$ cat config.mk
export PLATFORM = sky130hd
export DESIGN_NAME = ndai_nav_discrete_io
export DESIGN_NICKNAME = d
export VERILOG_FILES = /design/src/ndai_pkg.sv /design/src/ndai_preset_mem.sv /design/src/ndai_nav_discrete_io.sv
export SDC_FILE = /design/constraint.sdc
export NUM_CORES = 1
export LEC_CHECK = 0
export BUFFER_PORTS_ARGS = -buffer_cell sky130_fd_sc_hd__buf_2
export CAP_MARGIN = 20
export CORE_ASPECT_RATIO = 1.5
export CORE_UTILIZATION = 61
export CTS_BUF_LIST = sky130_fd_sc_hd__clkbuf_8 sky130_fd_sc_hd__clkbuf_16
export CTS_CLUSTER_DIAMETER = 120
export DETAILED_ROUTE_END_ITERATION = 6
export HOLD_SLACK_MARGIN = 0.15
export PLACE_DENSITY = 0.84
export SLEW_MARGIN = 30
export SYNTH_ARGS = -nofsm -noshare
export SYNTH_HDL_FRONTEND = slang
export SYNTH_HIERARCHICAL = 1
export SYNTH_SLANG_ARGS = --single-unit
$ cat constraint.sdc
create_clock -name pclk -period 2.5 [get_ports pclk]
set_input_delay 0.25 -clock pclk [delete_from_list [all_inputs] [get_ports pclk]]
set_output_delay 0.25 -clock pclk [all_outputs]
set_load 0.005 [all_outputs]
$ cat src/ndai_pkg.sv
// Package of constants for the navigation discrete annunciator I/O block
package ndai_pkg;
   // APB register offsets (byte addresses)
   localparam logic [11:0] NDAI_CTRL_OFS = 12'h000;
   localparam logic [11:0] NDAI_NAVST_OFS = 12'h004;
   localparam logic [11:0] NDAI_STAT_OFS = 12'h008;
   localparam logic [11:0] NDAI_PRESET_OFS = 12'h00C;
   // Control register fields
   localparam int NDAI_CTRL_SINGLE_IND_BIT = 0;
   localparam int NDAI_CTRL_NAV_SRC_BIT = 1;
   localparam int NDAI_CTRL_COURSE_HOLD_BIT = 2;
   localparam int NDAI_CTRL_FULL_SCALE_LSB = 4;
   localparam logic [31:0] NDAI_CTRL_RESET = 32'h0000_0001;
   // Navigation status register fields
   localparam int NDAI_NS_NEW_MSG_BIT = 0;
   localparam int NDAI_NS_MSG_ACTIVE_BIT = 1;
   localparam int NDAI_NS_TURN_NEAR_BIT = 2;
   localparam int NDAI_NS_TURNING_BIT = 3;
   localparam int NDAI_NS_ALARM_SET_BIT = 4;
   localparam int NDAI_NS_IN_ALARM_BIT = 5;
   localparam int NDAI_NS_ARRIVAL_NEAR_BIT = 6;
   localparam int NDAI_NS_APPR_NAV_BIT = 7;
   localparam int NDAI_NS_TERM_30NM_BIT = 8;
   localparam int NDAI_NS_APPR_ACTIVE_BIT = 9;
   localparam int NDAI_NS_POS_ERR_BIT = 10;
   localparam int NDAI_NS_NO_INTEG_BIT = 11;
   localparam int NDAI_NS_SAT_APPR_BIT = 12;
   localparam int NDAI_NS_LANDING_CH_BIT = 13;
   localparam int NDAI_NS_SEQUENCING_SUSPENDED_BIT = 14;
   localparam int NDAI_NS_LAT_VALID_BIT = 15;
   localparam int NDAI_NS_VERT_VALID_BIT = 16;
   localparam logic [31:0] NDAI_NAVST_RESET = 32'h0000_0000;
   // Full scale codes, tenths of a nautical mile
   localparam logic [7:0] NDAI_FS_1P0NM = 8'h0A;
   localparam logic [7:0] NDAI_FS_0P3NM = 8'h03;
   localparam logic [7:0] NDAI_FS_RESET = 8'h32;
   // Timing
   localparam int NDAI_CLK_HZ = 50_000_000;
   localparam int NDAI_PULSE_MS = 1;
   localparam int NDAI_PERIOD_MS = 1000;
   localparam int NDAI_ALARM_S = 10;
   localparam int NDAI_DEBOUNCE_US = 5000;
   localparam int NDAI_FLASH_MS = 500;
   localparam int NDAI_PULSE_CYC = NDAI_CLK_HZ / 1000 * NDAI_PULSE_MS;
   localparam int NDAI_PERIOD_CYC = NDAI_CLK_HZ / 1000 * NDAI_PERIOD_MS;
   localparam int NDAI_DEBOUNCE_CYC = NDAI_CLK_HZ / 1_000_000 * NDAI_DEBOUNCE_US;
   localparam int NDAI_FLASH_CYC = NDAI_CLK_HZ / 1000 * NDAI_FLASH_MS;
   localparam int NDAI_PRESET_DEPTH = 8;
   typedef enum logic [1:0] {
      NDAI_SW_IDLE = 2'b00,
      NDAI_SW_LOW = 2'b01,
      NDAI_SW_HELD = 2'b11,
      NDAI_SW_REL = 2'b10
   } ndai_sw_state_t;
endpackage

$ cat src/ndai_preset_mem.sv
// Small memory holding the preset radio frequencies
`timescale 1ns/100ps
module ndai_preset_mem
   import ndai_pkg::*;
#(
   parameter int DEPTH = NDAI_PRESET_DEPTH,
   parameter int WIDTH = 20,
   parameter int AW = $clog2(DEPTH)
) (
   input wire logic pclk,
   input wire logic we,
   input wire logic [AW-1:0] waddr,
   input wire logic [WIDTH-1:0] wdata,
   input wire logic [AW-1:0] raddr,
   output logic [WIDTH-1:0] rdata
);
   logic [WIDTH-1:0] mem [DEPTH];

   always_ff @(posedge pclk) begin
      if (we) begin
         mem[waddr] <= wdata;
      end
      rdata <= mem[raddr];
   end
endmodule

$ cat src/ndai_nav_discrete_io.sv
// Discrete annunciator and switch logic with APB register access
`timescale 1ns/100ps
module ndai_nav_discrete_io
   import ndai_pkg::*;
#(
   parameter int PERIOD_CYC = NDAI_PERIOD_CYC,
   parameter int PULSE_CYC = NDAI_PULSE_CYC,
   parameter int FLASH_CYC = NDAI_FLASH_CYC,
   parameter int DEBOUNCE_CYC = NDAI_DEBOUNCE_CYC,
   parameter int ALARM_SEC = NDAI_ALARM_S,
   parameter int FREQ_W = 20
) (
   input wire logic pclk,
   input wire logic presetn,
   input wire logic psel,
   input wire logic penable,
   input wire logic pwrite,
   input wire logic [11:0] paddr,
   input wire logic [31:0] pwdata,
   output logic [31:0] prdata,
   output logic pready,
   output logic pslverr,
   input wire logic nav_source_toggle_in,
   input wire logic course_mode_toggle_in,
   input wire logic preset_recall_in,
   input wire logic sim_select_in,
   output logic message_lamp_out,
   output logic waypoint_lamp_out,
   output logic terminal_lamp_out,
   output logic approach_lamp_out,
   output logic integrity_lamp_out,
   output logic radio_source_lamp_out,
   output logic satnav_source_lamp_out,
   output logic course_hold_lamp_out,
   output logic approach_gain_out,
   output logic guidance_select_out,
   output logic lateral_high_current_flag_out,
   output logic vertical_high_current_flag_out,
   output logic time_mark_out
);
   localparam int AW = $clog2(NDAI_PRESET_DEPTH);

   logic [31:0] ctrl_ff;
   logic [31:0] navst_ff;
   logic single_ind;
   logic sat_sel_ff;
   logic hold_ff;
   logic [7:0] full_scale;
   logic sim_mode_ff;
   logic sim_taken_ff;
   logic [FREQ_W-1:0] standby_ff;
   logic [AW-1:0] recall_idx_ff;
   logic [AW-1:0] nxt_recall_idx;
   logic [1:0] recall_load_ff;
   logic [FREQ_W-1:0] mem_rdata;
   logic [2:0] sw_raw;
   logic [2:0] sw_fall;
   logic wr_en;
   logic rd_en;
   logic [31:0] nxt_prdata;
   logic [31:0] prdata_ff;

   assign single_ind = ctrl_ff[NDAI_CTRL_SINGLE_IND_BIT];
   assign full_scale = ctrl_ff[NDAI_CTRL_FULL_SCALE_LSB +: 8];
   assign sw_raw = {preset_recall_in, course_mode_toggle_in, nav_source_toggle_in};

   // APB slave: zero wait states, unmapped addresses answer with pslverr
   assign wr_en = psel & penable & pwrite;
   assign rd_en = psel & ~penable & ~pwrite;
   assign pready = 1'b1;
   assign pslverr = psel & penable & ~(paddr == NDAI_CTRL_OFS || paddr == NDAI_NAVST_OFS
      || paddr == NDAI_STAT_OFS || paddr == NDAI_PRESET_OFS);
   assign prdata = prdata_ff;

   always_comb begin
      nxt_prdata = 32'h0000_0000;
      case (paddr)
         NDAI_CTRL_OFS: nxt_prdata = {ctrl_ff[31:3], hold_ff, sat_sel_ff, ctrl_ff[0]};
         NDAI_NAVST_OFS: nxt_prdata = navst_ff;
         NDAI_STAT_OFS: nxt_prdata = {19'h0_0000, sim_mode_ff, message_lamp_out,
            waypoint_lamp_out, terminal_lamp_out, approach_lamp_out, integrity_lamp_out,
            radio_source_lamp_out, satnav_source_lamp_out, course_hold_lamp_out,
            approach_gain_out, guidance_select_out, time_mark_out};
         NDAI_PRESET_OFS: nxt_prdata = {{(32 - FREQ_W - AW){1'b0}}, recall_idx_ff, standby_ff};
         default: nxt_prdata = 32'h0000_0000;
      endcase
   end

   always_ff @(posedge pclk or negedge presetn) begin
      if (!presetn) begin
         prdata_ff <= 32'h0000_0000;
      end else if (rd_en) begin
         prdata_ff <= nxt_prdata;
      end
   end

   always_ff @(posedge pclk or negedge presetn) begin
      if (!presetn) begin
         ctrl_ff <= NDAI_CTRL_RESET;
         ctrl_ff[NDAI_CTRL_FULL_SCALE_LSB +: 8] <= NDAI_FS_RESET;
      end else if (wr_en && paddr == NDAI_CTRL_OFS) begin
         ctrl_ff <= pwdata;
      end
   end

   always_ff @(posedge pclk or negedge presetn) begin
      if (!presetn) begin
         navst_ff <= NDAI_NAVST_RESET;
      end else if (wr_en && paddr == NDAI_NAVST_OFS) begin
         navst_ff <= pwdata;
      end
   end

   // Switch inputs: sync, debounce, one event per fall
   genvar gi;
   generate
      for (gi = 0; gi < 3; gi++) begin : g_sw
         logic [1:0] sync_ff;
         logic [$clog2(DEBOUNCE_CYC+1)-1:0] cnt_ff;
         ndai_sw_state_t st_ff;
         ndai_sw_state_t nxt_st;
         logic stable;

         always_ff @(posedge pclk or negedge presetn) begin
            if (!presetn) begin
               sync_ff <= 2'b11;
            end else begin
               sync_ff <= {sync_ff[0], sw_raw[gi]};
            end
         end

         // Input must hold its level for the whole debounce time
         assign stable = (cnt_ff == ($clog2(DEBOUNCE_CYC+1))'(DEBOUNCE_CYC));

         always_comb begin
            nxt_st = st_ff;
            case (st_ff)
               NDAI_SW_IDLE: if (!sync_ff[1]) nxt_st = NDAI_SW_LOW;
               NDAI_SW_LOW: begin
                  if (sync_ff[1]) nxt_st = NDAI_SW_IDLE;
                  else if (stable) nxt_st = NDAI_SW_HELD;
               end
               NDAI_SW_HELD: if (sync_ff[1]) nxt_st = NDAI_SW_REL;
               NDAI_SW_REL: begin
                  if (!sync_ff[1]) nxt_st = NDAI_SW_HELD;
                  else if (stable) nxt_st = NDAI_SW_IDLE;
               end
               default: nxt_st = NDAI_SW_IDLE;
            endcase
         end

         always_ff @(posedge pclk or negedge presetn) begin
            if (!presetn) begin
               st_ff <= NDAI_SW_IDLE;
               cnt_ff <= '0;
            end else begin
               st_ff <= nxt_st;
               if (nxt_st != st_ff || st_ff == NDAI_SW_IDLE || st_ff == NDAI_SW_HELD) begin
                  cnt_ff <= '0;
               end else if (!stable) begin
                  cnt_ff <= cnt_ff + 1'b1;
               end
            end
         end

         assign sw_fall[gi] = (st_ff == NDAI_SW_LOW) && stable;
      end
   endgenerate

   // Source and course mode; a toggle pulse wins over a software write
   always_ff @(posedge pclk or negedge presetn) begin
      if (!presetn) begin
         sat_sel_ff <= 1'b1;
         hold_ff <= 1'b0;
      end else begin
         if (sw_fall[0]) begin
            sat_sel_ff <= ~sat_sel_ff;
         end else if (wr_en && paddr == NDAI_CTRL_OFS) begin
            sat_sel_ff <= pwdata[NDAI_CTRL_NAV_SRC_BIT];
         end
         if (sw_fall[1]) begin
            hold_ff <= ~hold_ff;
         end else if (wr_en && paddr == NDAI_CTRL_OFS) begin
            hold_ff <= pwdata[NDAI_CTRL_COURSE_HOLD_BIT];
         end
      end
   end

   // Simulation select is caught once, on the first edge after reset
   always_ff @(posedge pclk or negedge presetn) begin
      if (!presetn) begin
         sim_taken_ff <= 1'b0;
         sim_mode_ff <= 1'b0;
      end else if (!sim_taken_ff) begin
         sim_taken_ff <= 1'b1;
         sim_mode_ff <= ~sim_select_in;
      end
   end

   // Preset recall: next entry, wrapping, into the standby slot; load waits for the memory
   assign nxt_recall_idx = (recall_idx_ff == AW'(NDAI_PRESET_DEPTH - 1)) ? '0 :
      recall_idx_ff + 1'b1;

   always_ff @(posedge pclk or negedge presetn) begin
      if (!presetn) begin
         recall_idx_ff <= '0;
         recall_load_ff <= 2'b00;
         standby_ff <= '0;
      end else begin
         // Read data lags the new index by one edge, so the load needs two
         recall_load_ff <= {recall_load_ff[0], sw_fall[2]};
         if (sw_fall[2]) begin
            recall_idx_ff <= nxt_recall_idx;
         end
         if (recall_load_ff[1]) begin
            standby_ff <= mem_rdata;
         end
      end
   end

   ndai_preset_mem #(
      .DEPTH(NDAI_PRESET_DEPTH),
      .WIDTH(FREQ_W),
      .AW(AW)
   ) u_preset_mem (
      .pclk(pclk),
      .we(wr_en && paddr == NDAI_PRESET_OFS),
      .waddr(pwdata[FREQ_W +: AW]),
      .wdata(pwdata[FREQ_W-1:0]),
      .raddr(recall_idx_ff),
      .rdata(mem_rdata)
   );

   // Time mark: fixed 1 ms pulse each second; one divider also makes the seconds tick
   logic [$clog2(PERIOD_CYC)-1:0] sec_cnt_ff;
   logic sec_tick;
   assign sec_tick = (sec_cnt_ff == ($clog2(PERIOD_CYC))'(PERIOD_CYC - 1));

   always_ff @(posedge pclk or negedge presetn) begin
      if (!presetn) begin
         sec_cnt_ff <= '0;
         time_mark_out <= 1'b0;
      end else begin
         sec_cnt_ff <= sec_tick ? '0 : sec_cnt_ff + 1'b1;
         time_mark_out <= (sec_cnt_ff < ($clog2(PERIOD_CYC))'(PULSE_CYC));
      end
   end

   // Common flash phase for every flashing lamp
   logic [$clog2(FLASH_CYC)-1:0] flash_cnt_ff;
   logic flash_ff;
   always_ff @(posedge pclk or negedge presetn) begin
      if (!presetn) begin
         flash_cnt_ff <= '0;
         flash_ff <= 1'b0;
      end else if (flash_cnt_ff == ($clog2(FLASH_CYC))'(FLASH_CYC - 1)) begin
         flash_cnt_ff <= '0;
         flash_ff <= ~flash_ff;
      end else begin
         flash_cnt_ff <= flash_cnt_ff + 1'b1;
      end
   end

   // Arrival alarm: entering the radius starts a ten second flash
   logic in_alarm_d_ff;
   logic [$clog2(ALARM_SEC+2)-1:0] alarm_sec_ff;
   logic alarm_flash;
   assign alarm_flash = (alarm_sec_ff != '0);
   always_ff @(posedge pclk or negedge presetn) begin
      if (!presetn) begin
         in_alarm_d_ff <= 1'b0;
         alarm_sec_ff <= '0;
      end else begin
         in_alarm_d_ff <= navst_ff[NDAI_NS_IN_ALARM_BIT];
         if (navst_ff[NDAI_NS_ALARM_SET_BIT] && navst_ff[NDAI_NS_IN_ALARM_BIT]
               && !in_alarm_d_ff) begin
            alarm_sec_ff <= ($clog2(ALARM_SEC+2))'(ALARM_SEC + 1);
         end else if (sec_tick && alarm_flash) begin
            alarm_sec_ff <= alarm_sec_ff - 1'b1;
         end
      end
   end

   // Lamp conditions, active high before the output inversion
   logic msg_on, wpt_on, term_on, appr_on, integ_on;
   logic radio_on, sat_on, hold_on, gain_on, guide_on;

   always_comb begin
      msg_on = navst_ff[NDAI_NS_NEW_MSG_BIT] ? flash_ff :
         navst_ff[NDAI_NS_MSG_ACTIVE_BIT];
      if (navst_ff[NDAI_NS_TURNING_BIT]) begin
         wpt_on = 1'b1;
      end else if (navst_ff[NDAI_NS_TURN_NEAR_BIT]) begin
         wpt_on = flash_ff;
      end else if (alarm_flash) begin
         wpt_on = flash_ff;
      end else if (!navst_ff[NDAI_NS_ALARM_SET_BIT] && navst_ff[NDAI_NS_ARRIVAL_NEAR_BIT]) begin
         wpt_on = flash_ff;
      end else begin
         wpt_on = 1'b0;
      end
      term_on = navst_ff[NDAI_NS_APPR_NAV_BIT] && navst_ff[NDAI_NS_TERM_30NM_BIT]
         && (full_scale <= NDAI_FS_1P0NM);
      appr_on = navst_ff[NDAI_NS_APPR_NAV_BIT] && navst_ff[NDAI_NS_APPR_ACTIVE_BIT];
      integ_on = navst_ff[NDAI_NS_POS_ERR_BIT] || navst_ff[NDAI_NS_NO_INTEG_BIT];
      radio_on = single_ind && !sat_sel_ff;
      sat_on = single_ind && sat_sel_ff;
      hold_on = hold_ff || navst_ff[NDAI_NS_SEQUENCING_SUSPENDED_BIT];
      gain_on = (sat_sel_ff && (navst_ff[NDAI_NS_SAT_APPR_BIT] || full_scale == NDAI_FS_0P3NM))
         || (!sat_sel_ff && navst_ff[NDAI_NS_LANDING_CH_BIT]);
      guide_on = sat_sel_ff && !gain_on;
   end

   // Registered outputs; lamps pull low when lit
   always_ff @(posedge pclk or negedge presetn) begin
      if (!presetn) begin
         message_lamp_out <= 1'b1;
         waypoint_lamp_out <= 1'b1;
         terminal_lamp_out <= 1'b1;
         approach_lamp_out <= 1'b1;
         integrity_lamp_out <= 1'b1;
         radio_source_lamp_out <= 1'b1;
         satnav_source_lamp_out <= 1'b1;
         course_hold_lamp_out <= 1'b1;
         approach_gain_out <= 1'b1;
         guidance_select_out <= 1'b1;
         lateral_high_current_flag_out <= 1'b0;
         vertical_high_current_flag_out <= 1'b0;
      end else begin
         message_lamp_out <= ~msg_on;
         waypoint_lamp_out <= ~wpt_on;
         terminal_lamp_out <= ~term_on;
         approach_lamp_out <= ~appr_on;
         integrity_lamp_out <= ~integ_on;
         radio_source_lamp_out <= ~radio_on;
         satnav_source_lamp_out <= ~sat_on;
         course_hold_lamp_out <= ~hold_on;
         approach_gain_out <= ~gain_on;
         guidance_select_out <= ~guide_on;
         lateral_high_current_flag_out <= navst_ff[NDAI_NS_LAT_VALID_BIT];
         vertical_high_current_flag_out <= navst_ff[NDAI_NS_VERT_VALID_BIT];
      end
   end
endmodule

==> out/summary.txt, run 1 <==
Pwr Total: 0.0142 W
P&R area growth vs syn: 16.6%
VDD IR max: 0.511 mV
Outcome: complete, no violations
Fill cells: 1799
Distinct cells, synth: 65
Critical Path RT: 2.25 ns
Slowest cell delay on critical path: 0.59 ns
Seq/Total Area, Yosys: 63.2%
RSZ-0062 raised after global routing: no
Post-synthesis adder-cell area fraction: 0.743%
Post-Layout Inst Area: 21600 um^2
First-pass GRT wire length: 70000 um
Post-synthesis compound-gate area fraction: 4.00%
DIE WIDTH: 144 um
CP max-delay cell: or4_4
Final design utilization: 72.8%
Post-synthesis simple-gate area fraction: 11.3%
Sink Count: 439
Final count of hold timing violations: 0
Worst-case reg-to-reg path depth: 7
Max-cap violations: 0
Reg clk slew, reported paths: 0.06 ns
Vias in the first global route: 12500
Detailed placement HPWL: 26900 um
Drt wl/cell: 23.3 um
Via count: 12000
Routability cong.: 0.897
Worst path arrival time: 2.13 ns
Worst slew pin tran: 1.00 ns
TritonCTS clock tree: yes
Max Clk Rate: 420 MHz
Final setup vio count: 0
Crit path max-delay family: simple AND/OR/NAND/NOR gates
GR Util met1: 36.5%
CTS root buf: clkbuf_16
Setup crit start: paddr[4]
Hold Worst Slack: 0.232 ns
Initial antenna violation count: 2
Crit path cell chain: buf_2 > or4_4 > or3_1 > or2_1 > buf_4 > and3_1 > buf_2
Worst Setup Start Kind: input port
Synth Instances: 1309
Met2 global-route usage: 50.6%
Remaining DRCs: 0
Post-CTS Setup Bufs: 0
Worst Path Max Fanout: 12
Post-synthesis mux area share: 15.3%
Combinational family with the most area after synthesis: multiplexers
Port Buffers: 98
Placed Cells: 1792
Grt peak-use layer: met2
Routed wire length: 44300 um
#FFs+latches synth: 439
Filler-free cell count of the finished design: 1901
Critical path class: input port to output port
Worst slew margin: 33.3%
Fin crit share: 95.3%
Largest net degree at the start of global routing: 94
Placed Area: 19900 um^2
Post-synth EDFFs: 160
FF-to-FF setup slack: 0.33 ns
DR vias/cell: 6.33
CTS HTree Levels: 2
Fraction of layout cells with a size suffix above 1: 20.1%
Syn avg cell area: 14.2 um^2
Synth Area in XOR/XNOR: 3.21%
Slew Limit Fails: 0
Starting density of the core: 62.4%
Nets: 1539
Cts repair resizes: 0
Most frequent cells in the layout: 237 x dfrtp_1, 160 x edfxtp_1, 97 x buf_2
Num CTS Buffers: 39
Post-layout min period: 2.38 ns
First drt pass iteration count: 5
Starting DRT DRC Count: 1266
Row count: 77
Die ar.: 31100 um^2
Grt ovf: 0
Die H: 215 um
Post-synth ARST share: 59.0%
Commonest non-fill, non-tap cell in the layout: dfrtp_1
Top-Level Pins: 100
Setup Skew: 0.0152 ns
Core area: 29700 um^2
WHS Path Cells: 5
CP Depth: 7
CP Capture Type: output port
P per Cell Area: 657 nW/um^2
Leak: 8.80 nW
CP endpoint: pslverr
R2R Path End: g_sw[0].cnt_ff[2]
Worst-Skew Late Latency: 0.54 ns
Worst hold path type: input port to flip-flop
Buf+Inv Stages, Crit Path: 3
Cell area after synthesis: 18500 um^2
Clk buf depth: 3
Startpoint of the worst hold path: paddr[11]
Met3 Track Usage GR: 6.66%
DRT antenna net count: 0
Top FF cell, synth: dfrtp_1
Worst reg2reg startpoint: g_sw[0].cnt_ff[0]
Cell mode on critical path: buf_2
Synth Warn #: 6
Tot GR Track Use: 30.2%
## synthesized netlist by cell type, drive strengths merged (13+ instances only)
cell | number | share of area, %
edfxtp | 160 | 26
dfxtp | 20 | 2.2
or4 | 17 | 0.71
nand3 | 37 | 1.0
dfstp | 21 | 3.0
o21ai | 38 | 1.1
xor2 | 25 | 1.2
dfrtp | 238 | 32
mux4 | 52 | 7.1
o31ai | 26 | 1.1
nand2 | 97 | 2.0
nor3 | 28 | 0.78
xnor2 | 43 | 2.0
inv | 32 | 0.65
nor2 | 82 | 1.7
clkbuf | 31 | 0.63
mux2i | 18 | 0.97
nand4 | 33 | 1.1
buf | 25 | 0.92
a21oi | 26 | 0.70
nor4 | 19 | 0.71
and3 | 13 | 0.44
mux2 | 119 | 7.2
## per-stage QoR
step                TNS [ns]  setup WS [ns]
floorplan             -16.29         -0.298
global placement      -24.78         -0.167
detailed placement    -35.05         -0.250
CTS                        0         0.0594
global route               0         0.0689
finish                     0          0.118
## worst min path at each step
stage	end	slack, ns
floorplan	alarm_sec_ff[0]	-0.05
global placement	sec_cnt_ff[11]	0.33
detailed placement	sec_cnt_ff[3]	0.34
CTS	prdata[1]	0.20
global route	prdata[1]	0.23
finish	prdata[10]	0.23
## kinds of logic (layout without fill, tap and decap cells)
family                   Yosys count  count (layout)
AO/OA/AOI/OAI                    117             117
XOR/XNOR                          68              68
AND/OR/NAND/NOR                  396             396
multiplexers                     189             189
flip-flops                       439             439
buffers and inverters             88             283
adder cells (fa/ha/maj)           11              11
other                              1               3
## worst reg2reg max path: stages, from the launching register on
cell	delay [ns]
dfrtp_1	0.45
inv_1	0.10
ha_1	0.18
nor4bb_1	0.53
nand3_1	0.26
o21ai_1	0.18
buf_4	0.26
nor2_1	0.09
## power by group
group / leakage (nW) / internal, W / switching, W
logic: 3.02 / 0.000134 / 0.000261
registers: 5.10 / 0.00748 / 0.0000171
clock network: 0.676 / 0.00362 / 0.00268
total: 8.80 / 0.0112 / 0.00296
## metal layers
layer	share of wire, %	vias to the layer above
met1	36	6013
li1	-	5229
met3	7.4	159
met2	51	628
met4	5.2	2
met5	0.029	-
## repair_timing
item                                   in CTS  in global routing
endpoints found under the hold margin     301                  0
setup endpoints to repair                   0                  1
hold buffers                               37                  0
## layout make-up
type	count	area, um^2	area share (%)
multi-input cells	783	6510	30.1
diodes	1	2.50	0.0116
clock inverters	28	292	1.35
inverters	32	120	0.556
repair buffers	180	1410	6.52
well taps	395	494	2.29
clock buffers	43	1060	4.93
flip-flops and latches	439	11700	54.2
## state kept, by name, summed over array words and instances, names as in the netlist, 2 cells and up
| signal | flops |
|---|---|
| u_preset_mem/mem | 160 |
| g_sw.cnt_ff | 54 |
| navst_ff | 32 |
| prdata | 32 |
| ctrl_ff | 30 |
| sec_cnt_ff | 26 |
| flash_cnt_ff | 25 |
| standby_ff | 20 |
| u_preset_mem/rdata | 20 |
| g_sw.st_ff | 6 |
| g_sw.sync_ff | 6 |
| alarm_sec_ff | 4 |
| recall_idx_ff | 3 |
| recall_load_ff | 2 |
(Power assumes the default switching activity.)
==> run 2: changes to the inputs <==
--- a/config.mk
+++ b/config.mk
@@ -19,3 +19,4 @@
 export SYNTH_HDL_FRONTEND = slang
 export SYNTH_HIERARCHICAL = 1
 export SYNTH_SLANG_ARGS = --single-unit
+export TNS_END_PERCENT = 1
==> constraint.sdc (replaced) <==
create_clock -name pclk -period 2.5 [get_ports pclk]
set_input_delay 0.625 -clock pclk [delete_from_list [all_inputs] [get_ports pclk]]
set_output_delay 0.625 -clock pclk [all_outputs]
set_load 0.005 [all_outputs]
==> run 2 against run 1 <==
Net effect:
- largest cell class unchanged
- clock skew down 0.0024 ns
- critical endpoint unchanged
- wire length down 2.3%
- largest power group unchanged
- count of clock-buffer cells in the layout up 5
- the flow now finishes with violations (negative setup slack)
==> out/summary.txt, run 2 (synthesis gave the netlist of run 1 again) <==
Outcome: finished with violations
Failing checks: negative setup slack
Setup Skew: 0.0128 ns
Initial antenna violation count: 5
DRT antenna net count: 0
Post-Layout Inst Area: 21200 um^2
DR vias/cell: 6.33
Post-layout min period: 2.79 ns
Detailed placement HPWL: 27400 um
Final design utilization: 71.6%
Leak: 8.68 nW
Critical Path RT: 1.88 ns
DIE WIDTH: 144 um
Num CTS Buffers: 40
Most flops, register: u_preset_mem/mem
FF-to-FF setup slack: 0.23 ns
Remaining DRCs: 0
Die ar.: 31100 um^2
Commonest non-fill, non-tap cell in the layout: dfrtp_1
Vias in the first global route: 12200
Worst path arrival time: 2.16 ns
Row count: 77
Hold Worst Slack: 0.176 ns
Worst reg2reg startpoint: g_sw[1].cnt_ff[2]
Max reg flops: 160
Nets: 1511
Clk buf depth: 3
Fin crit share: 112%
RSZ-0062 raised after global routing: yes
R2R Path End: hold_ff
Fraction of layout cells with a size suffix above 1: 21.1%
Critical path class: input port to output port
Slowest cell delay on critical path: 0.52 ns
Placed Area: 19900 um^2
Starting density of the core: 62.4%
First drt pass iteration count: 5
CP max-delay cell: or4_4
Tot GR Track Use: 29.1%
CP endpoint: pslverr
Worst Path Max Fanout: 2
Register area: 11700 um^2
Worst hold path type: input port to flip-flop
P&R area growth vs syn: 14.7%
P per Cell Area: 651 nW/um^2
Worst slew margin: 28.1%
Core area: 29700 um^2
Cell mode on critical path: buf_6
Routability cong.: 0.872
WHS Path Cells: 1
Max-cap violations: 0
CTS HTree Levels: 2
CP Capture Type: output port
Die H: 215 um
Starting DRT DRC Count: 1018
Setup crit start: paddr[1]
First-pass GRT wire length: 68000 um
Via count: 11900
Worst Setup Start Kind: input port
Sink Count: 439
Worst-case reg-to-reg path depth: 4
Max Clk Rate: 359 MHz
Top-Level Pins: 100
Final count of hold timing violations: 0
Worst-Skew Late Latency: 0.54 ns
Most frequent cells in the layout: 237 x dfrtp_1, 160 x edfxtp_1, 95 x nand2_1, 95 x buf_2, 79 x mux2_1
Largest net degree at the start of global routing: 66
Routed wire length: 43300 um
Slew Limit Fails: 0
Fill cells: 1821
Startpoint of the worst hold path: preset_recall_in
Worst slew pin tran: 1.07 ns
Final setup vio count: 31
CTS root buf: clkbuf_16
Crit path cell chain: buf_6 > or4_4 > or3_4 > or2_4 > and3_4 > buf_6
VDD IR max: 0.436 mV
PnR worst setup slack: -0.289 ns
Port Buffers: 98
TritonCTS clock tree: yes
Reg clk slew, reported paths: 0.07 ns
Area of the multi-input gates: 6520 um^2
Grt ovf: 0
Drt wl/cell: 23.1 um
Biggest regs: u_preset_mem/mem x160, g_sw.cnt_ff x54
[run 2: changes by cell type in the layout (fill, tap and decap cells not counted), moves of 4 or more]
| cell | previous run | this run |
|---|---|---|
| diode_2 | 1 | 5 |
| clkbuf_8 | 1 | 7 |
| buf_4 | 29 | 37 |
| dlygate4sd3_1 | 37 | 1 |
| clkinvlp_4 | 5 | 1 |
| bufinv_16 | 5 | 1 |
| clkinv_2 | 3 | 7 |
[run 2: how the worst min path moves through the flow]
stage / to / slack [ns]
after floorplan: alarm_sec_ff[0] / 0.33
after global placement: recall_load_ff[1] / 0.34
after detailed placement: g_sw[1].sync_ff[1] / 0.35
after CTS: g_sw[2].sync_ff[0] / 0.16
after global routing: g_sw[2].sync_ff[0] / 0.16
final: g_sw[2].sync_ff[0] / 0.18
[run 2: layout make-up]
cell class                      count  area share [%]
Sequential cell                   439            55.1
Clock buffer                       48            5.28
Tap cell                          395            2.33
Antenna cell                        5          0.0589
Inverter                           32           0.565
Timing Repair Buffer              151            5.18
Multi-Input combinational cell    783            30.7
Clock inverter                     26           0.760
[run 2: stage by stage]
| step | setup WS, ns | total power [W] | TNS, ns | std cells |
|---|---|---|---|---|
| floorplan | -0.693 | 0.00773 | -81.87 | 1310 |
| global placement | -0.457 | 0.00797 | -62.57 | 1798 |
| detailed placement | -0.550 | 0.00798 | -74.33 | 1798 |
| CTS | -0.299 | 0.0139 | -1.24 | 1874 |
| global route | -0.330 | 0.0142 | -5.88 | 1879 |
| finish | -0.289 | 0.0138 | -1.46 | 1879 |
[run 2: power by group]
part	leakage (nW)	switching, W	internal, W
logic	2.90	0.000254	0.000102
clock network	0.675	0.00266	0.00332
registers	5.10	0.0000173	0.00748
total	8.68	0.00294	0.0109
[run 2: routing by layer]
| metal | share of wire [%] | vias up | track usage [%] |
|---|---|---|---|
| met2 | 52 | 627 | 49.1 |
| met1 | 37 | 5971 | 35.6 |
| li1 | - | 5159 | - |
| met5 | 0 | - | 0 |
| met4 | 4.9 | 0 | 15.4 |
| met3 | 6.7 | 141 | 5.10 |
[run 2: timing repair]
| item | in CTS | in global routing |
|---|---|---|
| resized for setup | 4 | 1 |
| endpoints found under the setup margin | 21 | 161 |
| gates cloned | 0 | 0 |
| hold buffers | 1 | 0 |
| buffers inserted | 1 | 0 |
| pin swaps | 3 | 6 |
| hold endpoints to repair | 53 | 0 |
[run 2: worst max-delay path, delay by kind of cell]
kind	cells	cell delay (ns)
buffers and inverters	2	0.20
AND/OR/NAND/NOR	4	1.33
